[src/inc/ulb_pkg.sv]
package ulb_pkg;
   // Mode register bit positions
   localparam int MODE_POWER_BIT = 7;
   localparam int MODE_TXE_BIT = 6;
   localparam int MODE_RXE_BIT = 5;
   localparam int MODE_MERGE_BIT = 0;
   // Control register bit positions
   localparam int CTRL_BRK_RX_BIT = 6;
   localparam int CTRL_BRK_TX_BIT = 5;
   localparam int CTRL_BLEN_LSB = 2;
   // Status bit positions
   localparam int STAT_OVR_BIT = 0;
   localparam int STAT_FRM_BIT = 1;
   localparam int STAT_PAR_BIT = 2;
   // Reset values and counts
   localparam logic [7:0] RXBUF_RESET = 8'hFF;
   localparam logic [7:0] DIV_RESET = 8'hFF;
   localparam logic [4:0] BRK_TX_BASE = 5'h0D;
   localparam logic [4:0] BRK_RX_MIN = 5'h0B;
   localparam int FILTER_DELAY = 2;

   typedef enum logic [1:0] {PAR_NONE, PAR_ZERO, PAR_ODD, PAR_EVEN} ulb_par_e;
   typedef enum logic [1:0] {RX_IDLE, RX_START, RX_DATA} ulb_rx_e;

   typedef struct packed {
      logic power;
      logic tx_en;
      logic rx_en;
      ulb_par_e parity;
      logic len8;
      logic merge;
   } ulb_mode_s;

   typedef struct packed {
      logic par_err;
      logic frm_err;
      logic ovr_err;
   } ulb_err_s;
endpackage : ulb_pkg

[src/logic/ulb_filter.sv]
`timescale 1ns/1ps
module ulb_filter
   import ulb_pkg::*;
(
   input wire logic clock_i,
   input wire logic rst_i,
   input wire logic hold_i,
   input wire logic raw_i,
   output logic filt_o
);
   typedef struct packed {
      logic s1;
      logic s2;
      logic s3;
      logic out;
   } ulb_flt_s;
   ulb_flt_s st, next_st;
   // =======================================
   // Match detector
   always_comb
   begin
      next_st = st;
      next_st.s1 = raw_i;
      next_st.s2 = st.s1;
      next_st.s3 = st.s2;
      if (hold_i)
         next_st.out = 1'b1;
      else if (st.s2 == st.s3)
         next_st.out = st.s3;
   end
   always_ff @(posedge clock_i or posedge rst_i)
   begin
      if (rst_i)
         st <= '{s1: 1'b1, s2: 1'b1, s3: 1'b1, out: 1'b1};
      else
         st <= next_st;
   end
   assign filt_o = st.out;
endmodule : ulb_filter

[src/logic/ulb_rx_break.sv]
`timescale 1ns/1ps
// How it works
// - power then receive enable starts sampling
// - falling edge, recheck low after divider
// - shift bits, stop copies buffer, interrupt
// - overrun keeps buffer unchanged
// - parity error reported at frame end
// - only one stop bit checked
// - status read returns flags then clears
// - parity, framing, overrun flag causes
// - any error at end raises error irq while merge bit is clear
// - merge bit routes errors to done irq
// - filtered input needs two agreeing samples
// - filter lags line by four cycles
// - transmit pin high once powered
// - break trigger with power and transmit enable sends break, unless a data write comes in the same cycle
// - break low 13 to 20 bit times
// - break end irq, trigger cleared
// - transmitter idles after break
// - break receive armed, normal start detect
// - break of 11 bits completes, clears bits
// - good break suppresses errors, no copy
// - short break stays armed silently
// - even or odd parity count check
// - zero or no parity never errors
// - baud counter cleared when disabled
module ulb_rx_break
   import ulb_pkg::*;
(
   input wire logic clock_i,
   input wire logic rst_i,
   input wire logic serial_in_pin_i,
   input wire logic [7:0] mode_i,
   input wire logic [7:0] divider_i,
   input wire logic brk_len_wr_i,
   input wire logic [2:0] break_length_select_i,
   input wire logic break_send_set_i,
   input wire logic break_receive_set_i,
   input wire logic tx_data_write_i,
   input wire logic status_read_i,
   input wire logic buffer_read_i,
   output logic serial_out_pin_o,
   output logic [7:0] receive_buffer_o,
   output logic [2:0] receive_error_status_o,
   output logic break_send_trigger_o,
   output logic break_receive_trigger_o,
   output logic break_received_flag_o,
   output logic receive_done_irq_o,
   output logic receive_error_irq_o,
   output logic transmit_done_irq_o
);
   // =======================================
   // State
   typedef struct packed {
      ulb_rx_e rx;
      logic [7:0] baud;
      logic half;
      logic [3:0] bitn;
      logic [4:0] lowcnt;
      logic [7:0] shreg;
      logic par_acc;
      logic [7:0] rbuf;
      logic unread;
      ulb_err_s err;
      logic brk_tx;
      logic [2:0] blen;
      logic brk_rx;
      logic brk_flag;
      logic brk_tx_on;
      logic [5:0] tx_bits;
      logic [7:0] tx_baud;
      logic txd;
      logic prev;
      logic done_irq;
      logic err_irq;
      logic tx_irq;
   } ulb_st_s;
   ulb_st_s st, next_st;
   ulb_mode_s mode;
   logic filt;
   logic rx_on;
   logic baud_tick;
   logic tx_tick;
   logic [3:0] frame_bits;
   logic par_bit_used;
   logic stop_pos;
   logic par_bad;
   ulb_err_s new_err;
   logic [7:0] div_safe;
   logic [5:0] brk_ticks;

   assign mode = '{power: mode_i[MODE_POWER_BIT], tx_en: mode_i[MODE_TXE_BIT],
                   rx_en: mode_i[MODE_RXE_BIT], parity: ulb_par_e'(mode_i[4:3]),
                   len8: mode_i[2], merge: mode_i[MODE_MERGE_BIT]};
   assign rx_on = mode.power && mode.rx_en;
   // Divider below four is outside the usable range; clamp rather than spin
   assign div_safe = (divider_i < 8'h04) ? 8'h04 : divider_i;

   ulb_filter u_filter (
      .clock_i(clock_i),
      .rst_i(rst_i),
      .hold_i(!rx_on),
      .raw_i(serial_in_pin_i),
      .filt_o(filt)
   );

   // One bit time is two divider periods; half is the phase toggle
   assign baud_tick = (st.baud == div_safe - 8'h01);
   assign tx_tick = (st.tx_baud == div_safe - 8'h01);
   // Break length in divider periods, two per bit time; 20 bits needs six bits
   assign brk_ticks = {BRK_TX_BASE + {2'h0, st.blen}, 1'b0};
   assign par_bit_used = (mode.parity != PAR_NONE);
   assign frame_bits = (mode.len8 ? 4'h8 : 4'h7) + {3'h0, par_bit_used};
   assign stop_pos = (st.bitn == frame_bits);
   assign par_bad = ((mode.parity == PAR_EVEN) && st.par_acc) ||
                    ((mode.parity == PAR_ODD) && !st.par_acc);

   always_comb
   begin
      next_st = st;
      next_st.done_irq = 1'b0;
      next_st.err_irq = 1'b0;
      next_st.tx_irq = 1'b0;
      next_st.prev = filt;
      new_err = '0;
      // =======================================
      // Receiver
      // counter cleared when disabled
      if (!rx_on)
      begin
         next_st.rx = RX_IDLE;
         next_st.baud = 8'h00;
         next_st.half = 1'b0;
      end
      else
      begin
         case (st.rx)
            RX_IDLE:
            begin
               // same start detect in break mode
               if (st.prev && !filt)
               begin
                  next_st.rx = RX_START;
                  next_st.baud = 8'h00;
                  next_st.half = 1'b0;
               end
            end
            RX_START:
            begin
               next_st.baud = baud_tick ? 8'h00 : st.baud + 8'h01;
               if (baud_tick)
               begin
                  if (filt)
                     next_st.rx = RX_IDLE;
                  else
                  begin
                     next_st.rx = RX_DATA;
                     next_st.half = 1'b0;
                     next_st.bitn = 4'h0;
                     next_st.lowcnt = 5'h01;
                     next_st.shreg = 8'h00;
                     next_st.par_acc = 1'b0;
                  end
               end
            end
            RX_DATA:
            begin
               next_st.baud = baud_tick ? 8'h00 : st.baud + 8'h01;
               if (baud_tick)
                  next_st.half = !st.half;
               if (baud_tick && st.half)
               begin
                  if (!filt && st.lowcnt != 5'h1F)
                     next_st.lowcnt = st.lowcnt + 5'h01;
                  if (st.brk_rx)
                  begin
                     // Break: wait for line high, then judge length
                     if (filt)
                     begin
                        next_st.rx = RX_IDLE;
                        if (st.lowcnt >= BRK_RX_MIN)
                        begin
                           next_st.done_irq = 1'b1;
                           next_st.brk_rx = 1'b0;
                           next_st.brk_flag = 1'b0;
                        end
                     end
                  end
                  else if (!stop_pos)
                  begin
                     next_st.bitn = st.bitn + 4'h1;
                     next_st.par_acc = st.par_acc ^ filt;
                     if (st.bitn < (mode.len8 ? 4'h8 : 4'h7))
                        next_st.shreg = mode.len8 ? {filt, st.shreg[7:1]}
                                                  : {1'b0, filt, st.shreg[6:1]};
                  end
                  else
                  begin
                     next_st.rx = RX_IDLE;
                     new_err.par_err = par_bad;
                     new_err.frm_err = !filt;
                     new_err.ovr_err = st.unread;
                     next_st.err = st.err | new_err;
                     if (!st.unread)
                     begin
                        next_st.rbuf = st.shreg;
                        next_st.unread = 1'b1;
                     end
                     if (new_err != '0 && !mode.merge)
                        next_st.err_irq = 1'b1;
                     else
                        next_st.done_irq = 1'b1;
                  end
               end
            end
            default: next_st.rx = RX_IDLE;
         endcase
      end
      if (status_read_i)
         next_st.err = new_err;
      if (buffer_read_i && !(next_st.unread && !st.unread))
         next_st.unread = 1'b0;
      // =======================================
      // Break receive arming
      if (break_receive_set_i && rx_on)
      begin
         next_st.brk_rx = 1'b1;
         next_st.brk_flag = 1'b1;
      end
      // =======================================
      // Break transmit
      if (brk_len_wr_i)
         next_st.blen = break_length_select_i;
      next_st.tx_baud = tx_tick ? 8'h00 : st.tx_baud + 8'h01;
      next_st.txd = 1'b1;
      if (!mode.power || !mode.tx_en)
      begin
         next_st.brk_tx = 1'b0;
         next_st.brk_tx_on = 1'b0;
         next_st.tx_baud = 8'h00;
      end
      else if (!st.brk_tx_on)
      begin
         if (break_send_set_i && !tx_data_write_i)
         begin
            next_st.brk_tx = 1'b1;
            next_st.brk_tx_on = 1'b1;
            next_st.tx_bits = 6'h00;
            next_st.tx_baud = 8'h00;
            // Line drops on the start edge so the low time is whole bit times
            next_st.txd = 1'b0;
         end
      end
      else
      begin
         next_st.txd = 1'b0;
         if (tx_tick)
            next_st.tx_bits = st.tx_bits + 6'h01;
         if (tx_tick && st.tx_bits == brk_ticks - 6'h01)
         begin
            next_st.brk_tx_on = 1'b0;
            next_st.brk_tx = 1'b0;
            next_st.tx_irq = 1'b1;
            next_st.txd = 1'b1;
         end
      end
   end

   always_ff @(posedge clock_i or posedge rst_i)
   begin
      if (rst_i)
      begin
         st <= '0;
         st.rx <= RX_IDLE;
         st.rbuf <= RXBUF_RESET;
         st.txd <= 1'b1;
         st.prev <= 1'b1;
      end
      else
         st <= next_st;
   end

   assign serial_out_pin_o = st.txd;
   assign receive_buffer_o = st.rbuf;
   assign receive_error_status_o = {st.err.par_err, st.err.frm_err, st.err.ovr_err};
   assign break_send_trigger_o = st.brk_tx;
   assign break_receive_trigger_o = st.brk_rx;
   assign break_received_flag_o = st.brk_flag;
   assign receive_done_irq_o = st.done_irq;
   assign receive_error_irq_o = st.err_irq;
   assign transmit_done_irq_o = st.tx_irq;
endmodule : ulb_rx_break

[config.mk]
export PLATFORM = sky130hd
export DESIGN_NAME = ulb_rx_break
export DESIGN_NICKNAME = d
export VERILOG_FILES = /design/src/inc/ulb_pkg.sv /design/src/logic/ulb_filter.sv /design/src/logic/ulb_rx_break.sv
export SDC_FILE = /design/constraint.sdc
export NUM_CORES = 1
export LEC_CHECK = 0
export BUFFER_PORTS_ARGS = -buffer_cell sky130_fd_sc_hd__buf_2
export CAP_MARGIN = 10
export CORE_MARGIN = 2
export CORE_UTILIZATION = 45
export DETAILED_ROUTE_END_ITERATION = 8
export GPL_TIMING_DRIVEN = 0
export MAX_ROUTING_LAYER = met4
export PLACE_DENSITY_LB_ADDON = 0.08
export SYNTH_ARGS = -nofsm -noshare
export SYNTH_HDL_FRONTEND = slang
export SYNTH_SLANG_ARGS = --single-unit
[constraint.sdc]
create_clock -name clock_i -period 2.97 [get_ports clock_i]
set_input_delay 0.4455 -clock clock_i [delete_from_list [all_inputs] [get_ports clock_i]]
set_output_delay 0.4455 -clock clock_i [all_outputs]
set_load 0.02 [all_outputs]
Yosys cells after proc, flatten, opt, wreduce, memory -nomap -nowiden
Cells that the tools add are included.
- reductions and logical operators: 51
- muxes and demuxes: 72
- bitwise logic cells: 5
- eq/ne operators: 29
- magnitude comparators: 3
- $add $sub $neg: 9
- operators with widths (operator ; count):
    $mux W8 ; 7
    $mux W19 ; 2
    $pmux W18 S2 ; 1
    $mux W2 ; 17
    $mux W30 ; 1
    $pmux W9 S3 ; 1
    $reduce_bool A2 Y1 ; 13
    $mux W11 ; 2
    $mux W1 ; 21
    $mux W21 ; 1
    $mux W4 ; 5
    $mux W3 ; 6
    $mux W9 ; 2
    $reduce_and A6 Y1 ; 3
    $add A8 B1 Y8 const B ; 2
    $eq A8 B8 Y1 ; 2
    $mux W16 ; 1
    $ne A2 B2 Y1 const B ; 8
    $ne A3 B3 Y1 const B ; 5
    $reduce_and A5 Y1 ; 3
    $logic_and A1 B1 Y1 ; 12
    $mux W12 ; 1
    $logic_not A1 Y1 ; 9
    $lt A8 B3 Y1 const B ; 1
    other kinds (34) ; 43
- word-level logic and storage cells: 197
- input port bits: 28
- register bits: 71
- output and inout port bits: 18

Depth between registers and ports, before layout
- depth after elaboration: 13
- gate-level depth with buffers: 12
- gate-level depth less buffers: 10

By module
Synthesis repeated with hierarchy kept, for this count alone.
- cell total of the unflattened synthesis: 425
- area total of the unflattened synthesis: 4217.8 µm²
- by module, submodules not included (module ; seq. area each (µm²) ; instances ; area each (µm²) ; cells each):
    ulb_rx_break ; 1689.1 ; 1 ; 4092.7 ; 417
    ulb_filter ; 105.1 ; 1 ; 125.1 ; 8

Worst setup path before layout
Ideal clock, no wire load.
- path kind: input to register
- from: input divider_i[3]
- to: register st, in the netlist receive_buffer_o[0]
- arrival time: 3426 ps
- cell stages on the path: 12
- data required time: 2888 ps
- setup time: 82 ps
- path slack: -539 ps
- buffers on the path: 2
- path through: buf_2 -> or3_1 -> o21ai_0 -> ha_1 -> nand2b_1 -> or4b_4 -> nand3_2 -> nand4b_4 -> nor3_4 -> and4_1 -> buf_6 -> mux2_4
- cells in the longest elaborated chain, start to end: 6
- RTL lines (what ; RTL line ; source):
    start: declaration ; ulb_rx_break.sv:34 ; input wire logic [7:0] divider_i,
    $lt A8 B3 Y1 ; ulb_rx_break.sv:97 ; assign div_safe = (divider_i < 8'h04) ? 8'h04 : divider_i;
    $mux W8 * ; ulb_rx_break.sv:97 ;
    $sub A8 B1 Y8 * ; ulb_rx_break.sv:108 ; assign baud_tick = (st.baud == div_safe - 8'h01);
    $eq A8 B8 Y1 * ; ulb_rx_break.sv:108 ;
    $logic_and A1 B1 Y1 * ; ulb_rx_break.sv:171 ; if (baud_tick && st.half)
    $reduce_and A6 Y1 (no line) * ; n/a ;
    end signal: assignment ; ulb_rx_break.sv:280 ; st <= next_st;
    end: declaration ; ulb_rx_break.sv:78 ; ulb_st_s st, next_st;
Every way passes the cells marked *; elsewhere a longest branch is shown, timed or not.
A chain may end at the register's enable or synchronous reset.

Worst setup path in the final report
- from: input divider_i[3]
- to: register st, in the netlist break_send_trigger_o
- cells in the longest elaborated chain, start to end: 7
- RTL lines (what ; RTL line ; source):
    $lt A8 B3 Y1 ; ulb_rx_break.sv:97 ;
    $mux W8 * ; ulb_rx_break.sv:97 ;
    $sub A8 B1 Y8 * ; ulb_rx_break.sv:109 ; assign tx_tick = (st.tx_baud == div_safe - 8'h01);
    $eq A8 B8 Y1 * ; ulb_rx_break.sv:109 ;
    $logic_and A1 B1 Y1 * ; ulb_rx_break.sv:259 ; if (tx_tick && st.tx_bits == brk_ticks - 6'h01)
    $ne A3 B1 Y1 (no line) * ; n/a ;
    $reduce_and A2 Y1 (no line) * ; n/a ;
Marks and branches as above.

==> results.py <==
metrics = {
    "floorplan": {
        "top_level_ports": 46,
        "rows": 35,
        "coreArea_um2": 9330,
        "die_h_um": 103,
        "initial_utilization_pct": 46.9,
        "die-width_um": 103,
        "die_area_um2": 10500,
    },
    "grt": {
        "grt_usage_pct": 20.2,
        "grt_overflow_total": 0,
        "grt_max_degree": 72,
        "first_global_vias": 3419,
        "grt_pass1_wl_mm": 16.2,
        "antenna_found_initial": 0,
    },
    "drt": {
        "num_vias": 3549,
        "drcViolationCount": 0,
        "via_per_inst": 5.55,
        "drtIter0Drc": 107,
        "antenna_left": 0,
        "post_drt_wl_per_cell_um": 15.2,
        "firstDrtPassIters": 6,
        "drt-total-wl_mm": 9.73,
    },
    "pwr": {
        "cellPowerDensity_nw_per_um2": 385,
        "vdd_drop_max_v": 0.000223,
        "leakagePower_uw": 0.00231,
    },
    "clock_network": {
        "hold_buffers": 0,
        "numCtsBuffers": 9,
        "clk_pin_slew_worst_paths_ns": 0.08,
        "clock_sinks": 71,
        "h-tree-depth": 3,
        "root_buffer": "clkbuf_8",
        "clk_latency_ns": 0.35,
        "cts_buffer_depth": 2,
        "tritoncts": "yes",
    },
    "worst_setup_path": {
        "crit_family": "simple AND/OR/NAND/NOR gates",
        "cp-start-kind": "input pin",
        "cp_slowest_cell": "or4b_4",
        "setup.worst_path.end_class": "register",
        "crit_arrival_ns": 3.17,
        "crit_start": "divider_i[3]",
        "r2r_slack_ns": 0.33,
        "cp.depth": 12,
        "worstPathMaxFanout": 8,
        "required_ns": 3.21,
        "critPathKind": "input pin to register",
        "r2r_end": "break_send_trigger_o$_DFFE_PP0P_",
        "critical_path.cell_chain": "buf_12 -> or3_4 -> o21ai_4 -> ha_4 -> nand2b_4 -> or4b_4 -> a21bo_2 -> a221oi_2 -> and4_1 -> buf_6 -> nand3_4 -> a41o_1",
        "slowest_delay_ns": 0.53,
        "crit_end": "break_send_trigger_o$_DFFE_PP0P_",
        "r2r_cells": 10,
        "rr_startpoint": "st[22]$_DFFE_PP0P_",
        "crit_buf_inv": 2,
    },
    "synth": {
        "netlist_instances": 442,
        "synth_largest_area_cell": "dfrtp_1",
        "synth_nets": 487,
        "yosys_warnings": 0,
        "synthDistinctLibCells": 71,
        "synth_edf_count": 0,
        "synth_area_leaders": "dfrtp_1, dfstp_2, ha_1",
        "ys_seq_area_share_pct": 41.1,
        "async_reset_ff_share_pct": 100,
        "avgSynthCellArea_um2": 9.89,
        "synth-seq-cells": 71,
        "synthFlopType": "dfrtp_1",
        "synthDominantCellAreaShare_pct": 32.6,
        "syn-cell-area_um2": 4370,
    },
    "sta": {
        "maxSlewHeadroom_pct": 28.3,
        "clock.fmax_mhz": 342,
        "rsz0062_at_grt": "true",
        "hold_viol": 0,
        "setup_viol": 0,
        "period_share_pct": 98.6,
        "slew_viol_final": 0,
        "worst_slew_pin_slew_ns": 1.07,
        "period_minus_slack_ns": 2.93,
        "hold_slack_ns": 0.192,
        "fin_skew_ns": 0.0181,
    },
    "placed_design": {
        "dp_cells": 615,
        "dpl.hpwl_mm": 6.97,
        "numPortBuffers": 44,
        "gp_congestion": 0.830,
    },
    "cells_and_area": {
        "final_cell_mix": "dfrtp_1, buf_2, nand2_1",
        "postLayoutCoreUtil_pct": 55.9,
        "diodes": 0,
        "drive_gt1_share_pct": 29.2,
        "mostFrequentLayoutCell": "dfrtp_1",
        "fillers": 864,
        "final_cells": 640,
        "fin_nets": 551,
        "synthToLayoutAreaGrowth_pct": 19.2,
    },
    "worst_hold_path": {
        "worstHoldPathType": "input pin to register",
    },
    "run_status": {
        "status": "finished, final reports clean",
    },
    "flow_run": {
        "cap_violations": 0,
    },
}
worst min path at each step:
stage                     cells after the start  slack [ns]                       endpoint                          start
final                                         1        0.19  u_filter.next_st[2]$_DFF_PP1_                serial_in_pin_i
after global routing                          1        0.18  u_filter.next_st[2]$_DFF_PP1_                serial_in_pin_i
after CTS                                     1        0.18  u_filter.next_st[2]$_DFF_PP1_                serial_in_pin_i
after detailed placement                      0        0.35  u_filter.next_st[1]$_DFF_PP1_  u_filter.next_st[2]$_DFF_PP1_
after global placement                        0        0.35  u_filter.next_st[1]$_DFF_PP1_  u_filter.next_st[2]$_DFF_PP1_
after floorplan                               0        0.35  u_filter.next_st[1]$_DFF_PP1_  u_filter.next_st[2]$_DFF_PP1_
per-stage QoR:
stage | area, µm² | total power (µW) | setup WS, ns | TNS (ns)
after global placement | 4850 | 1260 | -0.631 | -36.87
after detailed placement | 4850 | 1270 | -0.637 | -28.03
after floorplan | 4470 | 1190 | -0.188 | -3.00
after global routing | 5210 | 2110 | -0.0165 | -0.0593
after CTS | 5120 | 2020 | 0.00139 | 0
final | 5210 | 2000 | 0.0426 | 0
report_power, final:
part / leakage (µW) / switching, µW / internal, µW
Clock: 0.0000927 / 420 / 321
Combinational: 0.00131 / 151 / 109
Sequential: 0.000910 / 18.1 / 986
Total: 0.00231 / 589 / 1420
cells by family (layout without fill, tap and decap cells):
kind of cell / Yosys count / in the layout / share of synthesized area [%]
xor+xnor: 22 / 22 / 4.41
compound gates: 118 / 118 / 20.5
simple gates: 148 / 148 / 18.7
buf+inv: 50 / 119 / 5.78
fa+ha+maj: 17 / 17 / 4.87
mux: 16 / 16 / 4.70
flops: 71 / 71 / 41.1
state kept, by name (all words and copies together), names as in the netlist:
| signal | cells |
|---|---|
| receive_error_status_o | 3 |
| receive_error_irq_o | 1 |
| receive_done_irq_o | 1 |
| u_filter.filt_o | 1 |
| break_send_trigger_o | 1 |
| transmit_done_irq_o | 1 |
| break_receive_trigger_o | 1 |
| st | 49 |
| receive_buffer_o | 8 |
| u_filter.next_st | 2 |
| u_filter.st | 1 |
| serial_out_pin_o | 1 |
| break_received_flag_o | 1 |
layer usage:
metal	vias to the layer above	wire, µm	track usage, %
met1	1720	4550	27.0
met3	15	309	3.12
met2	59	4730	31.8
li1	1755	-	-
met5	-	0	-
met4	0	143	6.56
Yosys cell counts (all sizes together), types with 3 or more instances:
library cell / instances
dfrtp: 57
nand2: 30
nand3: 25
inv: 23
nor2: 23
o21ai: 23
buf: 20
ha: 17
nor3: 16
a22o: 15
dfstp: 14
a21oi: 13
xor2: 13
mux2: 12
nand2b: 9
xnor2: 9
clkbuf: 7
o31ai: 7
or3: 7
and3: 6
nand4: 6
o211ai: 6
o22ai: 6
a41o: 5
and2: 5
o21a: 5
or2: 5
mux2i: 4
nor2b: 4
a211o: 3
a211oi: 3
a21o: 3
a31oi: 3
a32o: 3
nand4b: 3
nor4: 3
area by class of cell:
type                            count  area (µm²)  share of cell area (%)
Clock inverter                      7        62.6                    1.20
Timing Repair Buffer               54         335                    6.44
Buffer                             26         178                    3.41
Tap cell                          129         161                    3.10
Multi-Input combinational cell    321        2470                    47.3
Sequential cell                    71        1790                    34.4
Clock buffer                        9         124                    2.38
Inverter                           23        88.8                    1.71
repair_timing:
item | CTS | global route
buffers inserted | 5 | 4
gates resized for setup | 9 | 21
pin swaps | 5 | 9
setup endpoints to repair | 46 | 50
cloned | 1 | 0
(Power assumes the default switching activity.)
